==> src/adc_ctrl_pkg.sv <==
// Package with register map, field layout and timing constants of the converter control block.
package adc_ctrl_pkg;

	// ==========================================
	// Register offsets (byte addresses)
	localparam logic [7:0] OFF_CONTROL = 8'h00;
	localparam logic [7:0] OFF_RESULT_LOW = 8'h04;
	localparam logic [7:0] OFF_RESULT_HIGH = 8'h08;
	localparam logic [7:0] OFF_CLOCK_SEL = 8'h0C;
	localparam logic [7:0] OFF_IRQ_STATUS = 8'h10;
	localparam logic [7:0] OFF_IRQ_MASK = 8'h14;

	// ==========================================
	// Control register field positions
	localparam int CH_LSB = 0;
	localparam int PCFG_LSB = 3;
	localparam int PEND_BIT = 6;
	localparam int START_BIT = 7;

	// ==========================================
	// Reset values
	localparam logic [2:0] CH_RESET = 3'h0;
	localparam logic [2:0] PCFG_RESET = 3'h0;
	localparam logic [2:0] CLKSEL_RESET = 3'h0;
	localparam logic PEND_RESET = 1'b1;

	// ==========================================
	// Timing: converter clock periods per conversion cycle
	localparam logic [4:0] CONV_PERIODS = 5'h10;
	localparam int NUM_CH = 8;

	// Sequencer states.
	typedef enum logic [2:0] {
		S_IDLE = 3'b001,
		S_HOLD = 3'b010,
		S_CONV = 3'b100
	} conv_state_t;

	// Link to the analog core.
	typedef struct packed {
		logic [2:0] channel;
		logic power_on;
		logic core_reset;
		logic sample_clk;
	} core_ctrl_t;

endpackage

==> src/adc_conversion_control.sv <==
// Converter control, result registers and APB slave of the analog-to-digital unit.
`timescale 1ns/1ns
`default_nettype none

// What this block does
// - Eight analog input pins; three-bit channel select routes one to the converter.
// - High result register holds result bits 11 to 4 in bits 7 to 0.
// - Low result register holds result bits 3 to 0 in bits 7 to 4.
// - Three-bit pin configuration field picks which pins are analog inputs.
// - All-zero pin configuration keeps pins digital and powers the converter off.
// - A complete low-high-low start pulse begins one conversion cycle.
// - While start is high, converter held in reset and pending flag forced high.
// - Pending flag clears by itself when a conversion cycle finishes.
// - Completion sets the interrupt request flag; enabled, it raises the interrupt.
// - Converter clock is the system clock divided by a three-bit selected ratio.
// - Analog-enabled pins override port direction and drop the pull-high resistor.
module adc_conversion_control
	import adc_ctrl_pkg::*;
(
	// Clock and reset.
	input wire logic CLK,
	input wire logic ARST_N,
	// APB slave.
	input wire logic PSEL,
	input wire logic PENABLE,
	input wire logic PWRITE,
	input wire logic [7:0] PADDR,
	input wire logic [31:0] PWDATA,
	output logic [31:0] PRDATA,
	output logic PREADY,
	output logic PSLVERR,
	// Analog core.
	output core_ctrl_t CORE,
	input wire logic [11:0] CORE_RESULT,
	// Pin function control.
	output logic [7:0] ANALOG_PIN_EN,
	output logic [7:0] DIR_OVERRIDE,
	output logic [7:0] PULLUP_DISABLE,
	// Interrupt.
	output logic IRQ
);

	// ==========================================
	// Registers
	logic [2:0] channel_select;
	logic [2:0] analog_pin_config;
	logic [2:0] conv_clock_select;
	logic start;
	logic conversion_pending_flag;
	logic [11:0] result_bits;
	logic irq_status;
	logic irq_mask;
	logic [2:0] div_cnt;
	logic conv_tick;
	logic sample_clk;
	logic [4:0] period_cnt;
	conv_state_t state;
	conv_state_t next_state;
	logic [11:0] core_sync1;
	logic [11:0] core_sync2;

	// ==========================================
	// Bus decode
	wire bus_write = PSEL && PENABLE && PWRITE;
	wire wr_ctrl = bus_write && (PADDR == OFF_CONTROL);
	wire wr_clk = bus_write && (PADDR == OFF_CLOCK_SEL);
	wire wr_stat = bus_write && (PADDR == OFF_IRQ_STATUS);
	wire wr_mask = bus_write && (PADDR == OFF_IRQ_MASK);
	wire hit = (PADDR == OFF_CONTROL) || (PADDR == OFF_RESULT_LOW) ||
		(PADDR == OFF_RESULT_HIGH) || (PADDR == OFF_CLOCK_SEL) ||
		(PADDR == OFF_IRQ_STATUS) || (PADDR == OFF_IRQ_MASK);
	wire next_start = wr_ctrl ? PWDATA[START_BIT] : start;
	wire start_fall = start && !next_start;
	wire done = (state == S_CONV) && conv_tick && (period_cnt == CONV_PERIODS - 5'h01);
	wire [7:0] ctrl_rd = {start, conversion_pending_flag, analog_pin_config, channel_select};

	// Slave answers in the first access cycle; unmapped addresses error.
	assign PREADY = 1'b1;
	assign PSLVERR = PSEL && PENABLE && !hit;

	// Read data multiplexer.
	always_comb begin
		case (PADDR)
			OFF_CONTROL: PRDATA = {24'h000000, ctrl_rd};
			OFF_RESULT_LOW: PRDATA = {24'h000000, result_bits[3:0], 4'h0};
			OFF_RESULT_HIGH: PRDATA = {24'h000000, result_bits[11:4]};
			OFF_CLOCK_SEL: PRDATA = {29'h00000000, conv_clock_select};
			OFF_IRQ_STATUS: PRDATA = {31'h00000000, irq_status};
			OFF_IRQ_MASK: PRDATA = {31'h00000000, irq_mask};
			default: PRDATA = 32'h00000000;
		endcase
	end

	// Control fields written by software.
	always_ff @(posedge CLK or negedge ARST_N) begin
		if (!ARST_N) begin
			channel_select <= CH_RESET;
			analog_pin_config <= PCFG_RESET;
			start <= 1'b0;
			conv_clock_select <= CLKSEL_RESET;
			irq_mask <= 1'b0;
		end else begin
			if (wr_ctrl) begin
				channel_select <= PWDATA[CH_LSB +: 3];
				analog_pin_config <= PWDATA[PCFG_LSB +: 3];
			end
			start <= next_start;
			if (wr_clk)
				conv_clock_select <= PWDATA[2:0];
			if (wr_mask)
				irq_mask <= PWDATA[0];
		end
	end

	// Converter clock divider: ratio is twice (select plus one) system clocks.
	// It is held at its start while the start bit is high, so that a conversion
	// always begins on a whole converter period and lasts exactly sixteen of them.
	always_ff @(posedge CLK or negedge ARST_N) begin
		if (!ARST_N) begin
			div_cnt <= 3'h0;
			sample_clk <= 1'b0;
		end else if (start) begin
			div_cnt <= 3'h0;
			sample_clk <= 1'b0;
		end else if (div_cnt == conv_clock_select) begin
			div_cnt <= 3'h0;
			sample_clk <= !sample_clk;
		end else begin
			div_cnt <= div_cnt + 3'h1;
		end
	end
	assign conv_tick = (div_cnt == conv_clock_select) && sample_clk;

	// Sequencer next state.
	always_comb begin
		next_state = state;
		case (state)
			S_IDLE, S_HOLD: begin
				if (start_fall) next_state = S_CONV;
				else if (start) next_state = S_HOLD;
			end
			S_CONV: begin
				if (start) next_state = S_HOLD;
				else if (done) next_state = S_IDLE;
			end
			default: next_state = S_IDLE;
		endcase
	end

	// Sequencer, period counter, pending flag and result capture.
	always_ff @(posedge CLK or negedge ARST_N) begin
		if (!ARST_N) begin
			state <= S_IDLE;
			period_cnt <= 5'h00;
			conversion_pending_flag <= PEND_RESET;
			result_bits <= 12'h000;
		end else begin
			state <= next_state;
			if (state != S_CONV)
				period_cnt <= 5'h00;
			else if (conv_tick)
				period_cnt <= period_cnt + 5'h01;
			if (start)
				conversion_pending_flag <= 1'b1;
			else if (done) begin
				conversion_pending_flag <= 1'b0;
				result_bits <= core_sync2;
			end
		end
	end

	// Result word from the analog core crosses through two flip-flops.
	always_ff @(posedge CLK or negedge ARST_N) begin
		if (!ARST_N) begin
			core_sync1 <= 12'h000;
			core_sync2 <= 12'h000;
		end else begin
			core_sync1 <= CORE_RESULT;
			core_sync2 <= core_sync1;
		end
	end

	// Interrupt status: completion sets, write-one clears, set wins.
	always_ff @(posedge CLK or negedge ARST_N) begin
		if (!ARST_N)
			irq_status <= 1'b0;
		else if (done && !start)
			irq_status <= 1'b1;
		else if (wr_stat && PWDATA[0])
			irq_status <= 1'b0;
	end
	assign IRQ = irq_status && irq_mask;

	// Core control outputs.
	assign CORE = {channel_select, (analog_pin_config != 3'h0),
		start || (state != S_CONV), sample_clk};

	// Pin function decode: nonzero config N enables analog on pins 0..N; config 0 enables none.
	genvar gi;
	generate
		for (gi = 0; gi < NUM_CH; gi++) begin : g_pin
			assign ANALOG_PIN_EN[gi] = (analog_pin_config != 3'h0) &&
				(gi <= int'(analog_pin_config));
			assign DIR_OVERRIDE[gi] = ANALOG_PIN_EN[gi];
			assign PULLUP_DISABLE[gi] = ANALOG_PIN_EN[gi];
		end
	endgenerate

	// ==========================================
	// Assertions
	a_hold_pending: assert property (@(posedge CLK) disable iff (!ARST_N)
		start |=> conversion_pending_flag) else $error("pending flag low during start");
	a_hold_reset: assert property (@(posedge CLK) disable iff (!ARST_N)
		start |-> CORE.core_reset) else $error("core not in reset during start");
	a_fall_starts: assert property (@(posedge CLK) disable iff (!ARST_N)
		$fell(start) |-> state == S_CONV) else $error("no conversion after start pulse");
	a_done_clears: assert property (@(posedge CLK) disable iff (!ARST_N)
		(done && !start) |=> !conversion_pending_flag && irq_status) else $error("done lost");
	a_irq_level: assert property (@(posedge CLK) disable iff (!ARST_N)
		IRQ == (irq_status && irq_mask)) else $error("irq mismatch");
	a_power_off: assert property (@(posedge CLK) disable iff (!ARST_N)
		(analog_pin_config == 3'h0) |-> (ANALOG_PIN_EN == 8'h00) && !CORE.power_on)
		else $error("pins analog while off");
	a_pin_override: assert property (@(posedge CLK) disable iff (!ARST_N)
		(DIR_OVERRIDE == ANALOG_PIN_EN) && (PULLUP_DISABLE == ANALOG_PIN_EN))
		else $error("override mismatch");
	a_result_map: assert property (@(posedge CLK) disable iff (!ARST_N)
		(PADDR == OFF_RESULT_LOW) |-> PRDATA[3:0] == 4'h0) else $error("low nibble set");
	a_conv_length: assert property (@(posedge CLK) disable iff (!ARST_N)
		done |-> period_cnt == 5'h0F) else $error("wrong conversion length");

	// ==========================================
	// Sequencer and divider checks
	// A start pulse only one clock long must still launch a conversion, so the
	// idle state watches for the falling start bit as well as the hold state.
	// The divider restarts while start is high; a conversion therefore never
	// inherits a part-spent converter period from before the pulse.

	// Converter ticks never come on two neighbouring clocks.
	a_tick_spacing: assert property (@(posedge CLK) disable iff (!ARST_N)
		conv_tick |=> !conv_tick)
		else $error("converter ticks too close");

	// The divider sits at its start while the start bit is high.
	a_divider_hold: assert property (@(posedge CLK) disable iff (!ARST_N)
		start |=> (div_cnt == 3'h0) && !sample_clk)
		else $error("divider running during start");

	// Raising start during a conversion aborts it into the hold state.
	a_abort_conv: assert property (@(posedge CLK) disable iff (!ARST_N)
		(state == S_CONV) && start |=> state == S_HOLD)
		else $error("conversion not aborted by start");

	// A running conversion keeps going until it is done or aborted.
	a_conv_stays: assert property (@(posedge CLK) disable iff (!ARST_N)
		(state == S_CONV) && !start && !done |=> state == S_CONV)
		else $error("conversion ended early");

	// A finished conversion returns the sequencer to idle.
	a_done_idle: assert property (@(posedge CLK) disable iff (!ARST_N)
		(done && !start) |=> state == S_IDLE)
		else $error("sequencer not idle after completion");

	// The pending flag stays high while a conversion is in progress.
	a_pend_busy: assert property (@(posedge CLK) disable iff (!ARST_N)
		(state == S_CONV) && !done |=> conversion_pending_flag)
		else $error("pending flag low during conversion");

	// Outside a conversion the core is held in reset.
	a_idle_reset: assert property (@(posedge CLK) disable iff (!ARST_N)
		(state != S_CONV) |-> CORE.core_reset)
		else $error("core out of reset while not converting");

	// The result registers change only when a conversion completes.
	a_result_hold: assert property (@(posedge CLK) disable iff (!ARST_N)
		!done |=> $stable(result_bits))
		else $error("result changed without completion");

	// A write of one clears the status bit when no completion competes.
	a_irq_clear: assert property (@(posedge CLK) disable iff (!ARST_N)
		(wr_stat && PWDATA[0] && !(done && !start)) |=> !irq_status)
		else $error("status bit not cleared");

	// The status bit is sticky until software clears it.
	a_stat_sticky: assert property (@(posedge CLK) disable iff (!ARST_N)
		irq_status && !(wr_stat && PWDATA[0]) |=> irq_status)
		else $error("status bit lost");

	// Any nonzero pin configuration powers the core and claims pin zero.
	a_power_on: assert property (@(posedge CLK) disable iff (!ARST_N)
		(analog_pin_config != 3'h0) |-> CORE.power_on && ANALOG_PIN_EN[0])
		else $error("converter not powered");

	// A control write routes the newly chosen channel to the core.
	a_channel_route: assert property (@(posedge CLK) disable iff (!ARST_N)
		wr_ctrl |=> CORE.channel == $past(PWDATA[2:0]))
		else $error("channel not routed");

	// An idle sequencer without start never jumps into a conversion.
	a_start_order: assert property (@(posedge CLK) disable iff (!ARST_N)
		(state == S_IDLE) && !start |=> state != S_CONV)
		else $error("conversion without start pulse");

endmodule

`default_nettype wire

==> config.mk <==
export PLATFORM = sky130hd
export DESIGN_NAME = adc_conversion_control
export DESIGN_NICKNAME = d
export VERILOG_FILES = /design/src/adc_ctrl_pkg.sv /design/src/adc_conversion_control.sv
export SDC_FILE = /design/constraint.sdc
export NUM_CORES = 1
export LEC_CHECK = 0
export ABC_AREA = 0
export CAP_MARGIN = 20
export CORE_ASPECT_RATIO = 2
export CORE_UTILIZATION = 40
export CTS_CLUSTER_SIZE = 8
export DETAILED_ROUTE_END_ITERATION = 8
export DONT_BUFFER_PORTS = 1
export GPL_TIMING_DRIVEN = 1
export PLACE_DENSITY_LB_ADDON = 0.25
export REMOVE_ABC_BUFFERS = 1
export SETUP_SLACK_MARGIN = 0.02
export SLEW_MARGIN = 30
export SYNTH_ARGS = -nofsm -noshare
export SYNTH_HDL_FRONTEND = slang
export SYNTH_SLANG_ARGS = --single-unit
==> constraint.sdc <==
create_clock -name CLK -period 5.8 [get_ports CLK]
set_input_delay 0.58 -clock CLK [delete_from_list [all_inputs] [get_ports CLK]]
set_output_delay 0.58 -clock CLK [all_outputs]
set_load 0.005 [all_outputs]
==> results.cfg, run 1 <==
[timing]
setup_viol = 0
maxSlewViolCount = 0
fin_tns_setup_ns = 0
setup_slack_ns = 3.19
period_share_pct = 44.9
rsz0062_at_grt = no
hold_viol = 0
min_period_ns = 2.61
whs_ns = 0.100
fin_skew_ns = 0.00503
slew_headroom_pct = 41.1
fmax_mhz = 384
tightest_slew_ns = 0.882

[route]
totalWireLength_mm = 5.08
drt-initial-drc-count = 64
ant_nets = 0
via_count = 1590
dr.pass1.iters = 4
post_drt_wl_per_cell_um = 15.9
viasPerCell = 4.98
drc_errors = 0

[die]
num_rows = 43
initial_core_util_pct = 41.6
die_h_um = 122
dieArea_um2 = 7590
core_area_um2 = 6940
die_w_um = 62.1
io_pins = 122

[critical_path]
worst-path-buf-inv = 0
critical_path.max_stage_delay_ns = 0.87
cp-startpoint = conv_clock_select[0]
path_cells = xor2_1, nor4b_4, and4b_1, mux2_2
critPathRequiredTime_ns = 6.00
worstPathMaxFanout = 14
slowest_stage = and4b_1
crit_family = simple AND/OR/NAND/NOR gates
rr_startpoint = conv_clock_select[0]
worstSetupPathType = reg2reg
arrival_ns = 2.81
worst_setup_path_end_kind = flip-flop
start_kind = flip-flop

[global_routing]
grt_pass1_vias = 1552
grt_max_degree = 60
antenna_found_initial = 0
grt_pass1_wl_mm = 7.57
grt_usage_pct = 14.9
grt_overflow = 0

[placement]
port_buffers = 0
gp_congestion = 0.789
place_ws_ns = 3.16
dp_hpwl_mm = 3.45

[clock_tree]
cts_tree = built
clkTransAtPathRegs_ns = 0.05
root_buffer = clkbuf_16
cts_buffer_depth = 2
cts_num_sinks = 61
insertion_delay_ns = 0.32
numCtsBuffers = 9
h-tree-depth = 3
cts_setup_buffers = 0

[finish]
nNetsFinal = 284
multi_input_area_um2 = 1070
drive_above_1_share_pct = 19.7
diodes = 0
seqCellArea_um2 = 1530
syn2layout_area_growth_pct = 4.63
fillers = 651

[yosys]
yosys-top-cells-area = dfrtp_1, buf_4, mux2_2, mux2_4, mux2i_1
synthesis.area_um2 = 2890
synth_seq_cells = 61
synth_top_area_share_pct = 51.1
synth.distinct_cells = 41
avgSynthCellArea_um2 = 12.2
syn_inst = 237
synth_edf_count = 0
async_flop_share_pct = 100
synthTopCellsByCount = dfrtp_1, buf_4, nor2_1
synth.most_common_cell = dfrtp_1
ys_seq_area_share_pct = 52.9
yosys.area.top_type = dfrtp_1
synth_ff_type = dfrtp_1
ys_warn_count = 0

[pwr]
cellLeakagePower_uw = 0.00145
powerDensity_nw_per_um2 = 343
vdd_drop_max_v = 0.000249

[flow_run]
cap_viol_max_count = 0

[worst_hold_path]
min_path_type = in2async

[outcome]
status = complete, no violations
-- cells in the final DEF (no fill, tap or decap), types with 3 or more instances in the layout --
master      n
nor2_1     16
nor3_1      4
inv_1       3
mux2_2     15
xnor2_1     4
xor2_1      3
mux2_4      8
o21ai_0     4
a21oi_1     3
nand4_1     4
nand2_1    10
conb_1     25
clkbuf_16   9
mux2i_1    10
ha_1        3
nand2b_1    3
clkbuf_1    4
o2bb2ai_1   6
dfrtp_1    59
and3_1      5
-- cells by family after synthesis --
kind of cell / share of synthesized area [%]
buffers and inverters: 13.0
AO/OA/AOI/OAI: 5.33
XOR/XNOR: 2.12
flip-flops: 52.9
AND/OR/NAND/NOR: 11.6
adder cells (fa/ha/maj): 1.30
other: 0.260
multiplexers: 13.5
-- worst reg2reg max path: cells and delay by family (launching register included) --
| kind | cells | cell delay [ns] |
|---|---|---|
| xor+xnor | 1 | 0.21 |
| mux | 1 | 0.42 |
| flops | 1 | 0.41 |
| simple gates | 2 | 1.45 |
-- final timing paths --
path,to,slack [ns],depth (start not counted)
worst max-delay path,result_bits[2],3.19,4
worst min-delay path,state[0],0.10,0
worst max register to register,result_bits[2],3.19,4
worst min register to register,core_sync2[4],0.34,0
max in group asynchronous,analog_pin_config[0],5.43,1
min in group CLK,core_sync1[9],0.29,0
-- state kept, by name, indices dropped and copies added (netlist names), 3 cells and up --
name	count
analog_pin_config	3
channel_select	3
conv_clock_select	3
core_sync1	12
core_sync2	12
div_cnt	3
period_cnt	5
result_bits	12
state	3
-- power breakdown --
| group | switching (uW) | internal (uW) |
|---|---|---|
| registers | 15.0 | 451 |
| clock network | 166 | 311 |
| logic | 55.2 | 40.5 |
| total | 236 | 802 |
-- metrics by stage --
step,power (uW),util [%],instances,cell area [um^2]
after floorplan,545,-,212,2610
after global placement,558,39.2,302,2720
after detailed placement,559,39.2,302,2720
after CTS,1060,43.6,319,3020
after global routing,1090,43.6,319,3020
final,1040,43.6,319,3020
-- metal layers --
metal / vias up / routed length (um) / track usage, %
met5: - / 0 / 0
met1: 780 / 1920 / 15.7
li1: 725 / - / -
met2: 75 / 2640 / 24.0
met3: 10 / 381 / 5.84
met4: 0 / 138 / 8.75
-- cell type report --
| class | count | share of cell area [%] |
|---|---|---|
| Clock inverter | 1 | 0.166 |
| Clock buffer | 15 | 8.86 |
| Multi-Input combinational cell | 148 | 35.4 |
| Sequential cell | 61 | 50.6 |
| Tap cell | 90 | 3.73 |
| Inverter | 3 | 0.373 |
| Timing Repair Buffer | 1 | 0.911 |
-- repair_timing --
| item | 4_1_cts | 5_1_grt |
|---|---|---|
| gates resized for setup | 0 | 0 |
| endpoints found under the hold margin | 59 | 0 |
| hold buffers | 1 | 0 |
No activity file was read; power rests on OpenSTA's default activity.
==> run 2: changes to the inputs <==
==> constraint.sdc (replaced) <==
create_clock -name CLK -period 2.6 [get_ports CLK]
set_input_delay 0.26 -clock CLK [delete_from_list [all_inputs] [get_ports CLK]]
set_output_delay 0.26 -clock CLK [all_outputs]
set_load 0.005 [all_outputs]
==> results.cfg, run 2 (synthesis gave the netlist of run 1 again) <==
[finish]
diodes = 0
fillers = 626
final_area_um2 = 3160
reg_top3 = core_sync1 (12), core_sync2 (12), result_bits (12)
layout_commonest_cell = dfrtp_1
layout_common_cells = dfrtp_1, conb_1, nor2_1, mux2_2, dlygate4sd3_1
seqCellArea_um2 = 1530
drive_above_1_share_pct = 19.0
multi_input_area_um2 = 1070
nNetsFinal = 301
syn2layout_area_growth_pct = 9.35
utilization_pct = 45.5

[placement]
port_buffers = 0
gp_congestion = 0.682
dpl_cell_area_um2 = 2770
dp_hpwl_mm = 3.49

[timing]
hold_viol = 0
tightest_slew_ns = 0.604
setup_viol = 0
min_period_ns = 1.94
fin_tns_setup_ns = 0
fin_skew_ns = 0.00659
maxSlewViolCount = 0
slew_headroom_pct = 59.4
rsz0062_at_grt = no
period_share_pct = 74.7
fmax_mhz = 515

[route]
dr.pass1.iters = 4
via_count = 1674
drt-initial-drc-count = 54
ant_nets = 0
post_drt_wl_per_cell_um = 15.6
totalWireLength_mm = 5.17
viasPerCell = 5.04
drc_errors = 0

[clock_tree]
numCtsBuffers = 9
cts_num_sinks = 61
root_buffer = clkbuf_16
h-tree-depth = 3
cts_tree = built
clkTransAtPathRegs_ns = 0.05
cts_setup_buffers = 0
cts_resized = 0
insertion_delay_ns = 0.32
cts_buffer_depth = 2

[pwr]
cellLeakagePower_uw = 0.00151
power.total_uw = 2270
vdd_drop_max_v = 0.000457
powerDensity_nw_per_um2 = 719

[global_routing]
grt_usage_pct = 14.6
antenna_found_initial = 0
grt_pass1_vias = 1591
grt_overflow = 0
grt_max_degree = 62
grt_pass1_wl_mm = 7.49

[die]
num_rows = 43
io_pins = 122
die_w_um = 62.1
die_h_um = 122
core_area_um2 = 6940
dieArea_um2 = 7590
initial_core_util_pct = 41.6

[critical_path]
cp-startpoint = conv_clock_select[0]
start_kind = flip-flop
arrival_ns = 2.14
worst_setup_path_end_kind = flip-flop
worstSetupPathType = reg2reg
critPathRequiredTime_ns = 2.80
rr_startpoint = conv_clock_select[0]
worstPathMaxFanout = 12

[worst_hold_path]
min_path_type = in2reg
hp-start = PWDATA[0]

[flow_run]
cap_viol_max_count = 0

[outcome]
status = complete, no violations
## run 2: cell count changes in the layout (fill, tap and decap cells not counted), sizes merged
cell / change
buf: +4
clkbuf: -3
clkinv: -1
dlygate4sd3: +13
## run 2: per-layer routing
layer	routed length [um]	vias up	GRT usage, %
li1	-	753	-
met4	138	0	9.17
met2	2750	84	23.9
met1	1930	828	14.9
met3	352	9	5.41
met5	0	-	0
## run 2: what timing repair did
| item | in CTS | in global routing |
|---|---|---|
| endpoints found under the hold margin | 73 | 0 |
| hold buffers | 14 | 0 |
| endpoints found under the setup margin | 0 | 0 |
## run 2: layout make-up
class	instances	area share, %
clock buffers	12	7.49
well taps	90	3.56
inverters	3	0.356
flip-flops and latches	61	48.4
multi-input cells	148	33.9
repair buffers	18	6.34
## run 2: worst paths after layout
check,to,cells past startpoint,slack (ns)
worst max-delay path,result_bits[3],5,0.66
worst min-delay path,channel_select[0],1,0.09
worst max register to register,result_bits[3],5,0.66
worst min register to register,core_sync2[2],0,0.34
max in group asynchronous,conversion_pending_flag,2,1.84
min in group asynchronous,result_bits[4],2,0.46
## run 2: power breakdown
group	internal (uW)	leakage, uW	total [uW]	switching [uW]
sequential	1010	0.000785	1040	35.3
clock	621	0.000114	987	366
combinational	114	0.000611	243	129
## run 2: critical path, cell delays in order (launching register included)
cell and delay, ns:
dfrtp_1 0.41, xor2_1 0.21, nor4b_4 0.31, and4b_1 0.37, buf_12 0.19, mux2_2 0.33
## run 2: per-stage QoR
step / cells / worst slack [ns] / hold WS [ns]
final: 332 / 0.657 / 0.0860
after global routing: 332 / 0.526 / 0.0762
after CTS: 332 / 0.630 / 0.0748
after detailed placement: 306 / 0.641 / -0.0334
after global placement: 306 / 0.647 / -0.0335
after floorplan: 212 / 0.368 / -0.0356
==> run 3: changes to the inputs <==
--- a/config.mk
+++ b/config.mk
@@ -5,7 +5,7 @@
 export SDC_FILE = /design/constraint.sdc
 export NUM_CORES = 1
 export LEC_CHECK = 0
-export ABC_AREA = 0
+export ABC_AREA = 1
 export CAP_MARGIN = 20
 export CORE_ASPECT_RATIO = 2
 export CORE_UTILIZATION = 40
==> constraint.sdc (replaced) <==
create_clock -name CLK -period 1.9 [get_ports CLK]
set_input_delay 0.19 -clock CLK [delete_from_list [all_inputs] [get_ports CLK]]
set_output_delay 0.19 -clock CLK [all_outputs]
set_load 0.005 [all_outputs]
==> results.cfg, run 3 <==
[global_routing]
grt_overflow = 0
antenna_found_initial = 0
grt_pass1_vias = 1859
grt_usage_pct = 14.8
grt_pass1_wl_mm = 8.49
grt_max_degree = 62

[yosys]
ys_seq_area_share_pct = 52.9
yosys.area.top_type = dfrtp_1
synth_ff_type = dfrtp_1
yosys-top-cells-area = dfrtp_1, buf_4, nand2_1, inv_1, o21ai_0
synth.most_common_cell = nand2_1
synth.distinct_cells = 32
async_flop_share_pct = 100
synth_edf_count = 0
synthTopCellsByCount = nand2_1, dfrtp_1, buf_4
avgSynthCellArea_um2 = 9.06
synthesis.area_um2 = 2890
synth_seq_cells = 61
ys_warn_count = 0
syn_inst = 319
synth_top_area_share_pct = 51.1

[critical_path]
arrival_ns = 1.87
path_cells = xnor2_2, nand4_2, nor2_4, nand2_4, nor2_4, o21ai_1
start_kind = flip-flop
worst-path-buf-inv = 0
worstPathMaxFanout = 10
path_common_cell = nor2_4
crit_family = simple AND/OR/NAND/NOR gates
critical_path.max_stage_delay_ns = 0.43
critPathRequiredTime_ns = 2.10
worst_setup_path_end_kind = flip-flop
worstSetupPathType = reg2reg
slowest_stage = dfrtp_1

[timing]
min_period_ns = 1.67
period_share_pct = 87.9
rsz0062_at_grt = no
setup_viol = 0
fmax_mhz = 599
hold_viol = 0
fin_tns_setup_ns = 0
tightest_slew_ns = 0.539
slew_headroom_pct = 63.7
maxSlewViolCount = 0
fin_skew_ns = 0.00696

[route]
ant_nets = 0
viasPerCell = 4.55
drt-initial-drc-count = 139
post_drt_wl_per_cell_um = 12.1
via_count = 1900
dr.pass1.iters = 4
drc_errors = 0
totalWireLength_mm = 5.06

[finish]
nNetsFinal = 383
layout_commonest_cell = nand2_1
fillers = 650
reg_top3 = core_sync1 (12), core_sync2 (12), result_bits (12)
syn2layout_area_growth_pct = 13.3
layout_common_cells = nand2_1, dfrtp_1, inv_1, conb_1, o21ai_0
drive_above_1_share_pct = 10.1
diodes = 0

[outcome]
status = complete, no violations

[clock_tree]
cts_tree = built
insertion_delay_ns = 0.32
root_buffer = clkbuf_16
clkTransAtPathRegs_ns = 0.05
cts_num_sinks = 61
h-tree-depth = 3
numCtsBuffers = 9
cts_setup_buffers = 0
cts_buffer_depth = 2

[die]
core_area_um2 = 6940
dieArea_um2 = 7590
die_w_um = 62.1
initial_core_util_pct = 41.6
io_pins = 122
num_rows = 43
die_h_um = 122

[pwr]
cellLeakagePower_uw = 0.00156
powerDensity_nw_per_um2 = 1120
power.total_uw = 3650
vdd_drop_max_v = 0.000746

[placement]
gp_congestion = 0.743
port_buffers = 0
dp_hpwl_mm = 3.56

[worst_hold_path]
min_path_type = in2reg

[flow_run]
cap_viol_max_count = 0
[run 3: cell count changes after synthesis, moves of 7 or more]
cell     change
nand2_1     +61
inv_1       +39
o21ai_0     +17
mux2_2      -15
mux2i_1     -10
mux2_4       -8
nand3_1      +7
[run 3: logic make-up (layout without fill, tap and decap cells)]
family,Yosys count,after routing,share of synthesized area (%)
AOI/OAI and AO/OA,45,45,8.87
adders and majority gates,3,3,1.30
DFF,61,61,52.9
other,2,25,0.260
xor gates and xnor gates,3,3,1.17
and+or+nand+nor,115,116,17.8
buffers and inverters,90,75,17.7
[run 3: final timing paths]
| check | end | depth (start not counted) | slack, ns | startpoint |
|---|---|---|---|---|
| max | result_bits[8] | 6 | 0.23 | conv_clock_select[1] |
| min | analog_pin_config[0] | 2 | 0.03 | PWDATA[3] |
| max reg2reg | result_bits[8] | 6 | 0.23 | conv_clock_select[1] |
| min reg2reg | core_sync2[1] | 0 | 0.34 | core_sync1[1] |
| max in group asynchronous | state[0] | 2 | 1.19 | ARST_N |
| min in group asynchronous | result_bits[9] | 2 | 0.40 | ARST_N |
[run 3: where the power goes]
group | internal (uW) | total (uW) | switching, uW
sequential | 1390 | 1440 | 55.7
combinational | 124 | 328 | 205
clock | 1320 | 1880 | 562
[run 3: per-stage QoR]
stage          hold WS [ns]  setup slack (ns)  utilization (%)  instance area (um^2)  std cells
2_1_floorplan        -0.106             0.477                -                  2630        295
3_3_place_gp         -0.104             0.301             39.6                  2750        386
3_5_place_dp         -0.104             0.276             39.6                  2750        386
4_1_cts              0.0181             0.244             47.0                  3260        417
5_1_grt              0.0254            0.0341             47.2                  3270        418
6_report             0.0263             0.229             47.2                  3270        418
[run 3: cell type report]
| cell class | count | area, um^2 | area share, % |
|---|---|---|---|
| clock inverters | 5 | 106 | 3.25 |
| repair buffers | 16 | 175 | 5.35 |
| well taps | 90 | 113 | 3.44 |
| inverters | 43 | 161 | 4.93 |
| clock buffers | 11 | 243 | 7.41 |
| flip-flops and latches | 61 | 1530 | 46.7 |
| multi-input cells | 192 | 947 | 28.9 |
[run 3: routing by layer]
metal / vias up / wire [um] / GRT usage [%] / share of wire [%]
li1: 943 / - / - / -
met1: 875 / 1930 / 14.8 / 38
met2: 67 / 2690 / 26.0 / 53
met3: 15 / 267 / 4.55 / 5.3
met4: 0 / 170 / 10.2 / 3.4
met5: - / 0 / 0 / 0
[run 3: what timing repair did]
| action | 4_1_cts | 5_1_grt |
|---|---|---|
| hold buffers | 15 | 0 |
| setup endpoints to repair | 0 | 1 |
| endpoints found under the hold margin | 74 | 0 |
| gates resized for setup | 0 | 0 |
